File: config.mk
export PLATFORM = sky130hd
export DESIGN_NAME = ebh_top
export DESIGN_NICKNAME = d
export VERILOG_FILES = /design/src/verilog/ebh_pkg.sv /design/src/verilog/ebh_sync.sv /design/src/verilog/ebh_top.sv
export SDC_FILE = /design/constraint.sdc
export NUM_CORES = 1
export LEC_CHECK = 0
export BUFFER_PORTS_ARGS = -buffer_cell sky130_fd_sc_hd__buf_2
export CAP_MARGIN = 30
export CELL_PAD_IN_SITES_DETAIL_PLACEMENT = 0
export CELL_PAD_IN_SITES_GLOBAL_PLACEMENT = 1
export CORE_UTILIZATION = 39
export DETAILED_ROUTE_END_ITERATION = 10
export PLACE_DENSITY_LB_ADDON = 0.1
export SLEW_MARGIN = 0
export SYNTH_ARGS = -nofsm -noshare
export SYNTH_HDL_FRONTEND = slang
export SYNTH_SLANG_ARGS = --single-unit
File: constraint.sdc
create_clock -name CLK_SYS -period 2 [get_ports CLK_SYS]
set_input_delay 0.1 -clock CLK_SYS [delete_from_list [all_inputs] [get_ports CLK_SYS]]
set_output_delay 0.1 -clock CLK_SYS [all_outputs]
set_load 0.02 [all_outputs]
File: src/verilog/ebh_pkg.sv
// Package: constants, states and carrier types of the external bus hold and wait-state block
package ebh_pkg;

	// ==========================================================
	// Widths and counts
	localparam int          WAIT_W        = 3;
	localparam logic [2:0]  MIN_RDY_WAITS = 3'h2;
	localparam logic [2:0]  LAST_WAIT     = 3'h1;
	localparam int          SYNC_STAGES   = 2;

	// ==========================================================
	// Values after reset
	localparam logic        RST_ACK_N     = 1'b1;
	localparam logic        RST_STROBE_N  = 1'b1;
	localparam logic        RST_DONE_N    = 1'b1;
	localparam logic        RST_FETCH_N   = 1'b1;
	localparam logic        RST_OE_N      = 1'b0;
	localparam logic        RST_SYNC      = 1'b1;
	localparam logic [2:0]  RST_CNT       = 3'h0;

	// ==========================================================
	// Access sequencer states
	typedef enum logic [2:0] {
		ST_IDLE   = 3'b000,
		ST_STRB   = 3'b001,
		ST_WAIT   = 3'b010,
		ST_SETTLE = 3'b011,
		ST_RDY    = 3'b100,
		ST_HOLD   = 3'b101
	} ebh_state_t;

	// ==========================================================
	// Access request from the core
	typedef struct packed {
		logic              valid;
		logic              fetch;
		logic [WAIT_W-1:0] waits;
	} ebh_req_t;

endpackage

File: src/verilog/ebh_sync.sv
// Two-flop synchroniser for pin inputs
`timescale 1ns/1ps
module ebh_sync (
	input  wire logic CLK_SYS, // System clock
	input  wire logic RST_N,   // Synchronous reset, active low
	input  wire logic D,       // Asynchronous pin level
	output logic      Q        // Synchronised level
);
	import ebh_pkg::*;

	logic meta;
	logic next_meta;
	logic next_q;

	// First stage feeds only the second stage
	always_comb begin
		next_meta = RST_N ? D : RST_SYNC;
		next_q    = RST_N ? meta : RST_SYNC;
	end

	always_ff @(posedge CLK_SYS) begin
		meta <= next_meta;
		Q    <= next_q;
	end
endmodule

File: src/verilog/ebh_top.sv
// External bus hold grant, wait-state completion and fetch status outputs
//
// Operation
// While in hold the grant acknowledge is low and address, data and control lines float.
// Outside reset, the grant acknowledge output floats whenever the float input is low.
// The grant acknowledge output is driven high throughout reset.
// With two or more wait states the wait-state-done output is low in the last wait state.
// Looping wait-state-done back to ready adds exactly one external wait state.
// Outside reset, the wait-state-done output floats whenever the float input is low.
// The fetch output is low while a fetch address is on the bus and high otherwise.
// Outside reset, the fetch output floats whenever the float input is low.
// An external master asks with an active-low hold request and gets the bus lines floated.
// Ready is checked only after the wait states and only with two or more of them; low waits.
// In hold the memory strobe and the other strobes and selects float.
// Hold is granted only at an access boundary, with acknowledge and float in the same cycle.
`timescale 1ns/1ps
module ebh_top (
	input  wire logic            CLK_SYS,                // System clock, 250 MHz
	input  wire logic            RST_N,                  // Synchronous reset, active low
	input  wire logic            HOLD_REQ_N,             // Pin: bus request from other master
	input  wire logic            READY,                  // Pin: external device ready
	input  wire logic            OUT_FLOAT_N,            // Pin: float all outputs when low, outside reset
	input  wire ebh_pkg::ebh_req_t ACC_REQ,              // Core access request
	output logic                 ACC_READY,              // Request is taken this cycle, outside reset
	output logic                 ACC_DONE,               // Access completes this cycle
	output logic                 BUS_GRANT_ACK_N,        // Pin level: hold acknowledge
	output logic                 BUS_GRANT_ACK_OE_N,     // Pin enable, low drives
	output logic                 WAITSTATE_DONE_N,       // Pin level: last wait state
	output logic                 WAITSTATE_DONE_OE_N,    // Pin enable, low drives
	output logic                 FETCH_ADDR_VALID_N,     // Pin level: fetch address on bus
	output logic                 FETCH_ADDR_VALID_OE_N,  // Pin enable, low drives
	output logic                 MEM_ACCESS_STROBE_N,    // Pin level: memory strobe
	output logic                 MEM_ACCESS_STROBE_OE_N, // Pin enable, low drives
	output logic                 BUS_LINES_OE_N          // Address, data, selects enable
);
	import ebh_pkg::*;

	// ==========================================================
	// Pin synchronisers
	logic hold_s;
	logic ready_s;
	logic float_s;

	ebh_sync u_sync_hold (
		.CLK_SYS (CLK_SYS),
		.RST_N   (RST_N),
		.D       (HOLD_REQ_N),
		.Q       (hold_s)
	);
	ebh_sync u_sync_ready (
		.CLK_SYS (CLK_SYS),
		.RST_N   (RST_N),
		.D       (READY),
		.Q       (ready_s)
	);
	ebh_sync u_sync_float (
		.CLK_SYS (CLK_SYS),
		.RST_N   (RST_N),
		.D       (OUT_FLOAT_N),
		.Q       (float_s)
	);

	// ==========================================================
	// Access sequencer
	ebh_state_t        state;
	ebh_state_t        next_state;
	logic [WAIT_W-1:0] cnt;
	logic [WAIT_W-1:0] next_cnt;
	logic [WAIT_W-1:0] waits;
	logic [WAIT_W-1:0] next_waits;
	logic              fetch;
	logic              next_fetch;
	logic              done;

	assign ACC_READY = (state == ST_IDLE) && hold_s;
	assign ACC_DONE  = done;

	always_comb begin
		next_state = state;
		next_cnt   = cnt;
		next_waits = waits;
		next_fetch = fetch;
		done       = 1'b0;
		case (state)
			ST_IDLE: begin
				if (!hold_s) begin
					next_state = ST_HOLD;
				end else if (ACC_REQ.valid) begin
					next_state = ST_STRB;
					next_waits = ACC_REQ.waits;
					next_fetch = ACC_REQ.fetch;
				end
			end
			ST_STRB: begin
				if (waits == RST_CNT) begin
					done       = 1'b1;
					next_state = ST_IDLE;
				end else begin
					next_cnt   = waits;
					next_state = ST_WAIT;
				end
			end
			ST_WAIT: begin
				next_cnt = cnt - LAST_WAIT;
				if (cnt == LAST_WAIT) begin
					if (waits >= MIN_RDY_WAITS) begin
						next_state = ST_SETTLE;
					end else begin
						done       = 1'b1;
						next_state = ST_IDLE;
					end
				end
			end
			// Covers the synchroniser delay so a looped-back low is seen once
			ST_SETTLE: begin
				next_state = ST_RDY;
			end
			ST_RDY: begin
				if (ready_s) begin
					done       = 1'b1;
					next_state = ST_IDLE;
				end
			end
			ST_HOLD: begin
				if (hold_s) begin
					next_state = ST_IDLE;
				end
			end
			default: begin
				next_state = ST_IDLE;
			end
		endcase
		if (!RST_N) begin
			next_state = ST_IDLE;
			next_cnt   = RST_CNT;
			next_waits = RST_CNT;
			next_fetch = 1'b0;
		end
	end

	always_ff @(posedge CLK_SYS) begin
		state <= next_state;
		cnt   <= next_cnt;
		waits <= next_waits;
		fetch <= next_fetch;
	end

	// ==========================================================
	// Registered pin outputs, computed from the next state so they line up with it
	logic next_busy;
	logic next_holding;
	logic next_ack_n;
	logic next_done_n;
	logic next_fetch_n;
	logic next_strobe_n;
	logic next_oe_n;
	logic next_bus_oe_n;

	always_comb begin
		next_busy     = (next_state == ST_STRB) || (next_state == ST_WAIT) ||
			(next_state == ST_SETTLE) || (next_state == ST_RDY);
		next_holding  = (next_state == ST_HOLD);
		next_ack_n    = !next_holding;
		next_done_n   = !((next_state == ST_WAIT) && (next_cnt == LAST_WAIT) &&
			(next_waits >= MIN_RDY_WAITS));
		next_fetch_n  = !(next_busy && next_fetch);
		next_strobe_n = !next_busy;
		next_oe_n     = !float_s;
		next_bus_oe_n = !float_s || next_holding;
		if (!RST_N) begin
			next_ack_n    = RST_ACK_N;
			next_done_n   = RST_DONE_N;
			next_fetch_n  = RST_FETCH_N;
			next_strobe_n = RST_STROBE_N;
			next_oe_n     = RST_OE_N;
			next_bus_oe_n = RST_OE_N;
		end
	end

	always_ff @(posedge CLK_SYS) begin
		BUS_GRANT_ACK_N        <= next_ack_n;
		BUS_GRANT_ACK_OE_N     <= next_oe_n;
		WAITSTATE_DONE_N       <= next_done_n;
		WAITSTATE_DONE_OE_N    <= next_oe_n;
		FETCH_ADDR_VALID_N     <= next_fetch_n;
		FETCH_ADDR_VALID_OE_N  <= next_oe_n;
		MEM_ACCESS_STROBE_N    <= next_strobe_n;
		MEM_ACCESS_STROBE_OE_N <= next_bus_oe_n;
		BUS_LINES_OE_N         <= next_bus_oe_n;
	end

	logic busy_q;
	assign busy_q = (state == ST_STRB) || (state == ST_WAIT) ||
		(state == ST_SETTLE) || (state == ST_RDY);
endmodule

# Yosys cells after proc, flatten, opt, wreduce, memory -nomap -nowiden
# Cells that the tools add are included.
[op_classes]
add_sub_neg = 1
n_lt_le_gt_ge = 2
n_eq_ne = 12
muxes = 25
reduce_logical = 15
[op_table]
columns = ["op", "count"]
rows = [
  ["$mux 3", 12],
  ["$pmux 3 s6", 1],
  ["$eq 3x1->1 const B", 4],
  ["$eq 3x2->1 const B", 4],
  ["$eq 3x3->1 const B", 4],
  ["$mux 1", 8],
  ["$ge 3x2->1 const B", 2],
  ["$logic_not 3->1", 2],
  ["$pmux 3 s2", 1],
  ["$logic_not 1->1", 5],
  ["$logic_and 1x1->1", 4],
  ["$logic_or 1x1->1", 4],
  ["$mux 2", 2],
  ["$pmux 1 s3", 1],
  ["$sub 3x1->3 const B", 1],
]
[totals]
reg_bits = 22
in_bits = 10
out_inout_bits = 11
wordCells = 71

# Depth between registers and ports, before layout
# Gate-level depths: netlist of the first run.
[logic_depth]
ltp_word = 11
ltp_mapped = 7
mapped_depth_nobuf = 7

# Hierarchy
# Synthesis of the first run repeated with hierarchy kept, for this count alone.
[hier_totals]
hier_cells = 103
hier_area_um2 = 944.7
[by_module_without_submodules]
columns = ["module", "instances", "cells_each", "area_per_inst_um2", "seq_area_each_um2"]
rows = [
  ["ebh_top", 1, 91, 787.0, 320.3],
  ["ebh_sync", 3, 4, 52.6, 40.0],
]

# Worst setup path after synthesis of the first run
# No wires, ideal clock.
[synth_path]
path_kind = "reg-to-reg"
from = "register state[1]"
to = "register WAITSTATE_DONE_N"
setup_ns = 0.135
arrival_time_ns = 1.440
t_required_ns = 1.865
setup_slack_ns = 0.425
stages_incl_launch_ff = 6
n_path_buf = 1
period_less_slack_ns = 1.575
path_cell_list = "dfxtp_1 buf_6 nor4b_4 nand2_4 a211oi_1 nand4_1"
[synth_between]
elab_chain_len = 8
word_cells_on_any_way = 23
classes_between = "1 x order compare; 7 x eq/ne; 11 x mux; 4 x reduce/logical"
[synth_rtl]
columns = ["element", "line_no", "source"]
rows = [
  ["from (decl)", "ebh_top.sv:65", "ebh_state_t state;"],
  ["from (signal assigned)", "ebh_top.sv:142", "state <= next_state;"],
  ["$mux 3", "ebh_top.sv:88", "end else if (ACC_REQ.valid) begin"],
  ["$mux 3", "ebh_top.sv:86", "if (!hold_s) begin"],
  ["$pmux 3 s6", "ebh_top.sv:84", "case (state)"],
  ["$mux 3", "ebh_top.sv:133", "if (!RST_N) begin"],
  ["$eq 3x2->1", "ebh_top.sv:164", "next_done_n = !((next_state == ST_WAIT) && (next_cnt == LAST_WAIT) &&"],
  ["$logic_and 1x1->1", "ebh_top.sv:164", ""],
  ["$logic_and 1x1->1 (*)", "ebh_top.sv:164", ""],
  ["$logic_not 1->1 (*)", "ebh_top.sv:164", ""],
  ["to (signal assigned)", "ebh_top.sv:183", "WAITSTATE_DONE_N <= next_done_n;"],
  ["to (decl)", "ebh_top.sv:28", "output logic WAITSTATE_DONE_N,"],
]
# Every way passes the cells marked *; elsewhere a longest branch is shown, timed or not.
# A chain may end at the register's enable or synchronous reset.

# Final worst setup path of the first run
[layout_path]
from = "register state[0]"
to = "output port ACC_DONE"
[layout_between]
elab_chain_len = 2
word_cells_on_any_way = 4
classes_between = "3 x eq/ne; 1 x mux"
[layout_rtl]
columns = ["element", "line_no", "source"]
rows = [
  ["$eq 3x3->1, or another cell as far along", "ebh_top.sv:84", ""],
  ["$pmux 1 s3 (*)", "ebh_top.sv:84", ""],
  ["to (decl)", "ebh_top.sv:25", "output logic ACC_DONE,"],
]
# Marked as above.

==> results.py, run 1 <==
metrics = {
    "status": {
        "status": "finished clean",
    },
    "detailed_routing": {
        "wl_per_cell_um": 12.7,
        "route.met3.wl_um": 58,
        "ant_nets": 0,
        "wl_met2_um": 941,
        "maxUsedRoutingLayer": "met4",
        "wl_mm": 2.04,
        "drc": 0,
        "vias": 832,
        "drt-pass1-iter-count": 4,
        "drtIter0Drc": 19,
        "via_per_inst": 5.17,
        "met1_length_mm": 1.03,
    },
    "timing": {
        "finalWorstSetupSlack_ns": 0.240,
        "worstMarginPinSlew_ns": 0.585,
        "skew_ns": 0.00813,
        "relSlewSlack_pct": 60.9,
        "report.final.slew_viol_count": 0,
        "fmax_mhz": 568,
        "setup_viol": 0,
        "hold_violations": 0,
        "post-route-min-period_ns": 1.76,
        "fin_tns_setup_ns": 0,
        "period_share_pct": 88.0,
        "rsz0062_at_grt": "no",
    },
    "clocking": {
        "root_buffer": "clkbuf_4",
        "clk_pin_slew_ns": 0.12,
        "cts_num_sinks": 22,
        "htreeDepth": 1,
        "cts_setup_buffers": 0,
        "clkLatencyLatePin_ns": 0.30,
        "cts_max_path_buffers": 2,
        "cts_buffers": 3,
        "tritoncts": "done",
    },
    "synthesis": {
        "synth_edf_count": 0,
        "synth_ff_type": "dfxtp_1",
        "synth-seq-cells": 22,
        "async_flop_share_pct": 0,
        "syn_area_per_cell_um2": 9.11,
        "ys_seq_area_share_pct": 43.6,
        "synth_cells": 111,
        "ys_warn_count": 0,
        "syn_nets": 123,
        "synth.cell_area_mm2": 0.00101,
        "synth.distinct_cells": 36,
    },
    "floorplanning": {
        "die_h_um": 52.9,
        "dieArea_mm2": 0.00280,
        "start_util_pct": 41.2,
        "core_mm2": 0.00245,
        "io_pins": 21,
        "fp.dieW_um": 52.9,
        "rows": 18,
    },
    "setup_path": {
        "critical-path-max-stage-delay_ns": 0.42,
        "crit_type": "flip-flop to output port",
        "arrival_ns": 1.66,
        "crit_chain": "nand2b_2 -> o32ai_1 -> nand2_1 -> o32ai_1 -> buf_2",
        "critical_path.top_delay_family": "flip-flops",
        "critPathRequiredTime_ns": 1.90,
        "cpMostUsedCell": "o32ai_1",
        "cp-start-kind": "flip-flop",
        "worst-path-buf-inv": 1,
        "worst_path_max_delay_cell": "dfxtp_2",
        "crit_path_end_kind": "output port",
        "crit_fanout": 11,
    },
    "cells_and_area": {
        "design_area_mm2": 0.00117,
        "n_fill_cell": 233,
        "stdcell_count": 161,
        "nets": 144,
        "drive_gt1_share_pct": 24.4,
        "syn_to_final_growth_pct": 15.6,
        "antennaDiodeCount": 0,
        "reg_top3": "cnt: 3 flops, state: 3 flops, waits: 3 flops",
    },
    "global_route": {
        "antenna_found_initial": 0,
        "grt.total_usage_pct": 16.9,
        "grt_first_pass_wirelength_mm": 3.43,
        "first_global_vias": 764,
        "grt_start_max_net_pins": 17,
        "grt_overflow": 0,
    },
    "power": {
        "leakagePower_nw": 0.462,
        "p_int_mw": 0.671,
        "max-vdd-ir-drop_uv": 474,
        "power.density_mw_per_mm2": 807,
        "p_total_mw": 0.943,
        "combPwrFrac_pct": 21.0,
        "clock_power_share_pct": 25.4,
        "power_switching_mw": 0.272,
        "power_frac_seq_pct": 53.6,
        "swShare_pct": 28.8,
    },
    "run": {
        "cap_violations": 0,
    },
    "place": {
        "pre_cts_ws_ns": 0.274,
        "place.gp.congestion": 0.773,
        "io_buffers": 20,
        "dp_cells": 154,
        "placed_area_mm2": 0.00110,
        "place_hpwl_mm": 1.48,
    },
    "worst_hold_path": {
        "hold_path_class": "primary input to flip-flop",
    },
}
## power groups by stage
stage          clock (mW)  sequential (mW)  combinational (mW)
4_1_cts             0.248            0.503               0.199
3_5_place_dp            0            0.513               0.194
2_1_floorplan           0            0.504               0.152
5_1_grt             0.262            0.511               0.221
3_3_place_gp            0            0.513               0.195
6_report            0.239            0.505               0.198
## layout by cell type, fill, tap and decap left out, drive strengths merged, types with 2 or more instances in the layout
master,instances
nor2,4
nor2b,2
o21ai,5
o21a,3
buf,21
dlygate4sd3,3
a211oi,2
nand3,5
nor4b,2
nand2b,11
clkbuf,4
dfxtp,22
nand2,13
ha,2
nor3,4
inv,3
o32ai,3
a21oi,7
nand3b,2
and2,2
## cells in the mapped netlist, drive strengths merged (2+ instances only)
cell type	number	area share, %
nor3	4	2.0
a211oi	2	2.0
nor2b	2	1.2
and2	2	1.2
nand3	5	2.5
buf	7	5.4
nand3b	2	1.5
o32ai	3	2.6
nand2b	11	7.5
nand2	13	5.6
ha	2	2.5
o21a	3	2.2
dfxtp	22	44
nor2	4	1.5
nor4b	2	3.2
inv	3	1.1
a21oi	7	3.5
o21ai	5	2.5
## area by class of cell
cell class | count | area [µm²] | share of cell area [%]
well taps | 30 | 37.5 | 3.21
clock buffers | 4 | 36.3 | 3.10
repair buffers | 24 | 138 | 11.8
flip-flops and latches | 22 | 443 | 37.9
multi-input cells | 77 | 499 | 42.7
inverters | 4 | 15.0 | 1.28
## worst register-to-register path, cell delays in order, from the launching register on
cell and delay, ns:
dfxtp_1 0.39, ha_1 0.18, nor2b_1 0.17, o21ai_0 0.13, o32ai_1 0.44, a211o_1 0.21
nand3_1 0.07
## path summary, 6_finish.rpt
check | start | endpoint | slack [ns] | depth (start not counted)
max | state[0] | ACC_DONE | 0.24 | 5
min | RST_N | u_sync_float.meta | 0.07 | 2
max reg2reg | cnt[0] | FETCH_ADDR_VALID_N | 0.29 | 6
min reg2reg | u_sync_float.Q | FETCH_ADDR_VALID_OE_N | 0.41 | 1
## metal layers
layer	vias to the layer above	global-route usage, %
met4	0	5.26
met2	14	26.4
met5	-	0
li1	428	-
met3	2	3.45
met1	388	23.0
## per-stage QoR
step                      hold slack, ns  utilization (%)
final                             0.0664             47.6
after global routing              0.0617             47.6
after CTS                         0.0645             47.4
after detailed placement           0.286             44.7
after global placement             0.283             44.7
after floorplan                    0.201                -
## cells by family after synthesis
logic type      after synthesis  share of synthesized area (%)
buf+inv                      12                           7.30
simple gates                 48                           28.6
compound gates               27                           18.1
flops                        22                           43.6
fa+ha+maj                     2                           2.47
## timing repair
action | CTS | global route
setup endpoints to repair | 0 | 1
hold buffers | 3 | 0
endpoints found under the hold margin | 3 | 0
gates resized for setup | 0 | 3
Power figures use the tool's default switching activity.
==> inputs of run 2 (changes only) <==
--- a/config.mk
+++ b/config.mk
@@ -9,10 +9,12 @@
 export CAP_MARGIN = 30
 export CELL_PAD_IN_SITES_DETAIL_PLACEMENT = 0
 export CELL_PAD_IN_SITES_GLOBAL_PLACEMENT = 1
-export CORE_UTILIZATION = 39
+export CORE_ASPECT_RATIO = 1.5
+export CORE_UTILIZATION = 38
 export DETAILED_ROUTE_END_ITERATION = 10
 export PLACE_DENSITY_LB_ADDON = 0.1
 export SLEW_MARGIN = 0
 export SYNTH_ARGS = -nofsm -noshare
 export SYNTH_HDL_FRONTEND = slang
+export SYNTH_HIERARCHICAL = 1
 export SYNTH_SLANG_ARGS = --single-unit
==> run 2 against run 1 <==
Compared with the run above:
- clock-buffer cell count shrank 1
- synthesized cell count shrank 7.2%
- largest power group unchanged
- hold slack improved by 0.017 ns
- register-to-register slack got worse by 0.10 ns
- highest routed layer unchanged
- utilization grew 1.4 points
- maximum frequency down 2.8%
- sequential cell count is the same
- non-clock buffer count grew 3
==> results.py, run 2 <==
metrics = {
    "cells_and_area": {
        "final_common_cell": "dfxtp_1",
        "fin_util_pct": 49.0,
        "drive_gt1_share_pct": 24.4,
        "mostFrequentLayoutCells": "22 x dfxtp_1, 20 x buf_2, 12 x nand2_1",
        "stdcell_count": 150,
        "n_fill_cell": 240,
        "antennaDiodeCount": 0,
        "nets": 141,
        "reg_top3": "cnt: 3 flops, state: 3 flops, waits: 3 flops",
        "syn_to_final_growth_pct": 18.7,
        "design_area_mm2": 0.00112,
    },
    "synthesis": {
        "synth.top_cell.area_share_pct": 46.6,
        "synthTopCellsByArea": "dfxtp_1 47%, nand2_1 4.8%, nand2b_1 4.6%",
        "yosysMostFrequentCell": "dfxtp_1",
        "synth-compound-area-share_pct": 18.3,
        "synth_top_family_by_area": "simple AND/OR/NAND/NOR gates",
        "synth-seq-cells": 22,
        "synth_common_cells": "22 x dfxtp_1, 12 x nand2_1, 7 x nand2b_1",
        "synth_edf_count": 0,
        "syn_nets": 115,
        "synth_top_area_cell": "dfxtp_1",
        "synth_ff_type": "dfxtp_1",
        "synth.distinct_cells": 33,
        "synthAdderAreaFrac_pct": 2.65,
        "ys_seq_area_share_pct": 46.6,
        "async_flop_share_pct": 0,
        "synth_cells": 103,
        "synth.cell_area_um2": 945,
        "synth_xor_area_share_pct": 0,
        "muxShareOfSynthArea_pct": 0,
        "synthSimpleGateAreaFrac_pct": 27.9,
        "syn_area_per_cell_um2": 9.17,
        "ys_warn_count": 6,
    },
    "setup_path": {
        "cp-start-kind": "flip-flop",
        "r2r_slack_ns": 0.19,
        "arrival_ns": 1.98,
        "r2r-end": "FETCH_ADDR_VALID_N",
        "crit_fanout": 5,
        "crit_type": "flip-flop to flip-flop",
        "rr_worst_depth": 5,
        "timing.rr.start": "state[1]",
        "critPathRequiredTime_ns": 2.17,
        "crit_path_end_kind": "flip-flop",
    },
    "detailed_routing": {
        "via_per_inst": 5.25,
        "wl_mm": 1.91,
        "drtIter0Drc": 25,
        "wl_per_cell_um": 12.8,
        "ant_nets": 0,
        "drc": 0,
        "drt-pass1-iter-count": 4,
        "vias": 788,
    },
    "timing": {
        "hold_violations": 0,
        "report.final.slew_viol_count": 0,
        "fin_tns_setup_ns": 0,
        "relSlewSlack_pct": 71.7,
        "fmax_mhz": 552,
        "finalWorstSetupSlack_ns": 0.189,
        "rsz0062_at_grt": "no",
        "worstMarginPinSlew_ns": 0.424,
        "skew_ns": 0.00149,
        "setup_viol": 0,
        "finalHoldWorstSlack_ns": 0.0831,
        "post-route-min-period_ns": 1.81,
        "period_share_pct": 90.5,
    },
    "global_route": {
        "grt.total_usage_pct": 15.3,
        "antenna_found_initial": 0,
        "grt_overflow": 0,
        "grt_start_max_net_pins": 19,
        "first_global_vias": 770,
        "grt_first_pass_wirelength_mm": 3.21,
    },
    "run": {
        "cap_violations": 0,
    },
    "floorplanning": {
        "io_pins": 21,
        "start_util_pct": 41.3,
        "core_mm2": 0.00229,
        "fp.dieW_um": 42.7,
        "dieArea_mm2": 0.00269,
        "rows": 21,
        "die_h_um": 63.1,
    },
    "clocking": {
        "tritoncts": "done",
        "cts_num_sinks": 22,
        "cts_max_path_buffers": 2,
        "clkLatencyLatePin_ns": 0.29,
        "htreeDepth": 1,
        "cts_setup_buffers": 0,
        "root_buffer": "clkbuf_4",
        "cts_buffers": 3,
        "clk_pin_slew_ns": 0.11,
    },
    "power": {
        "p_total_mw": 0.854,
        "max-vdd-ir-drop_uv": 530,
        "power.density_mw_per_mm2": 762,
        "leakagePower_nw": 0.476,
    },
    "place": {
        "pre_cts_ws_ns": 0.219,
        "place_hpwl_mm": 1.44,
        "place.gp.congestion": 0.847,
        "io_buffers": 20,
        "dp_cells": 144,
        "placed_area_mm2": 0.00107,
    },
    "worst_hold_path": {
        "hold_end": "waits[0]",
        "worst_hold_startpoint": "ACC_REQ[0]",
        "hold_path_class": "primary input to flip-flop",
        "hold_depth": 3,
    },
    "status": {
        "status": "finished clean",
    },
}
==> run 2: cell types whose count changed after synthesis, moves of 3 or more <==
cell      change
a21boi_0      +4
a21oi_1       -3
nand2b_1      -3
nor2b_1       +3
o21ai_0       -3
o32ai_1       -3
==> run 2: cells by family (layout without fill, tap and decap cells) <==
group / count (synthesis) / after routing
AO/OA/AOI/OAI: 24 / 24
flip-flops: 22 / 22
buffers and inverters: 8 / 32
AND/OR/NAND/NOR: 47 / 47
adder cells (fa/ha/maj): 2 / 2
==> run 2: report_power, final <==
group          switching (mW)  leakage (nW)  internal (mW)
clock network           0.115        0.0138         0.0700
logic                   0.102         0.282         0.0799
registers              0.0213         0.181          0.466
==> run 2: area by class of cell <==
class	instances	area, µm²	share of cell area, %
Timing Repair Buffer	27	160	14.3
Clock buffer	3	22.5	2.01
Multi-Input combinational cell	73	462	41.2
Sequential cell	22	440	39.3
Inverter	2	7.51	0.670
Tap cell	23	28.8	2.57
==> run 2: critical path, stage by stage, from the launching register on <==
cell and delay, ns:
dfxtp_1 0.41, or3b_1 0.37, or4b_1 0.50, o211ai_2 0.13, a31o_2 0.21, o211ai_1 0.08
==> run 2: timing repair <==
action	4_1_cts	5_1_grt
endpoints found under the hold margin	3	0
hold buffers	3	0
resized for setup	0	0
==> run 2: routing by layer <==
| layer | wire length (µm) | GRT usage [%] | up-vias |
|---|---|---|---|
| met5 | 0 | 0 | - |
| met4 | 20 | 6.25 | 0 |
| met3 | 44 | 2.58 | 2 |
| met2 | 1020 | 28.0 | 13 |
| met1 | 832 | 16.5 | 360 |
| li1 | - | - | 413 |
==> run 2: worst max path at each step <==
| stage | cells past startpoint | slack (ns) | endpoint | start |
|---|---|---|---|---|
| finish | 5 | 0.19 | FETCH_ADDR_VALID_N | state[1] |
| detailed placement | 5 | 0.22 | FETCH_ADDR_VALID_N | state[1] |
| global placement | 6 | 0.23 | FETCH_ADDR_VALID_N | cnt[0] |
| CTS | 5 | 0.16 | ACC_DONE | cnt[0] |
| global route | 5 | 0.06 | ACC_DONE | cnt[0] |
| floorplan | 5 | 0.06 | WAITSTATE_DONE_N | state[1] |
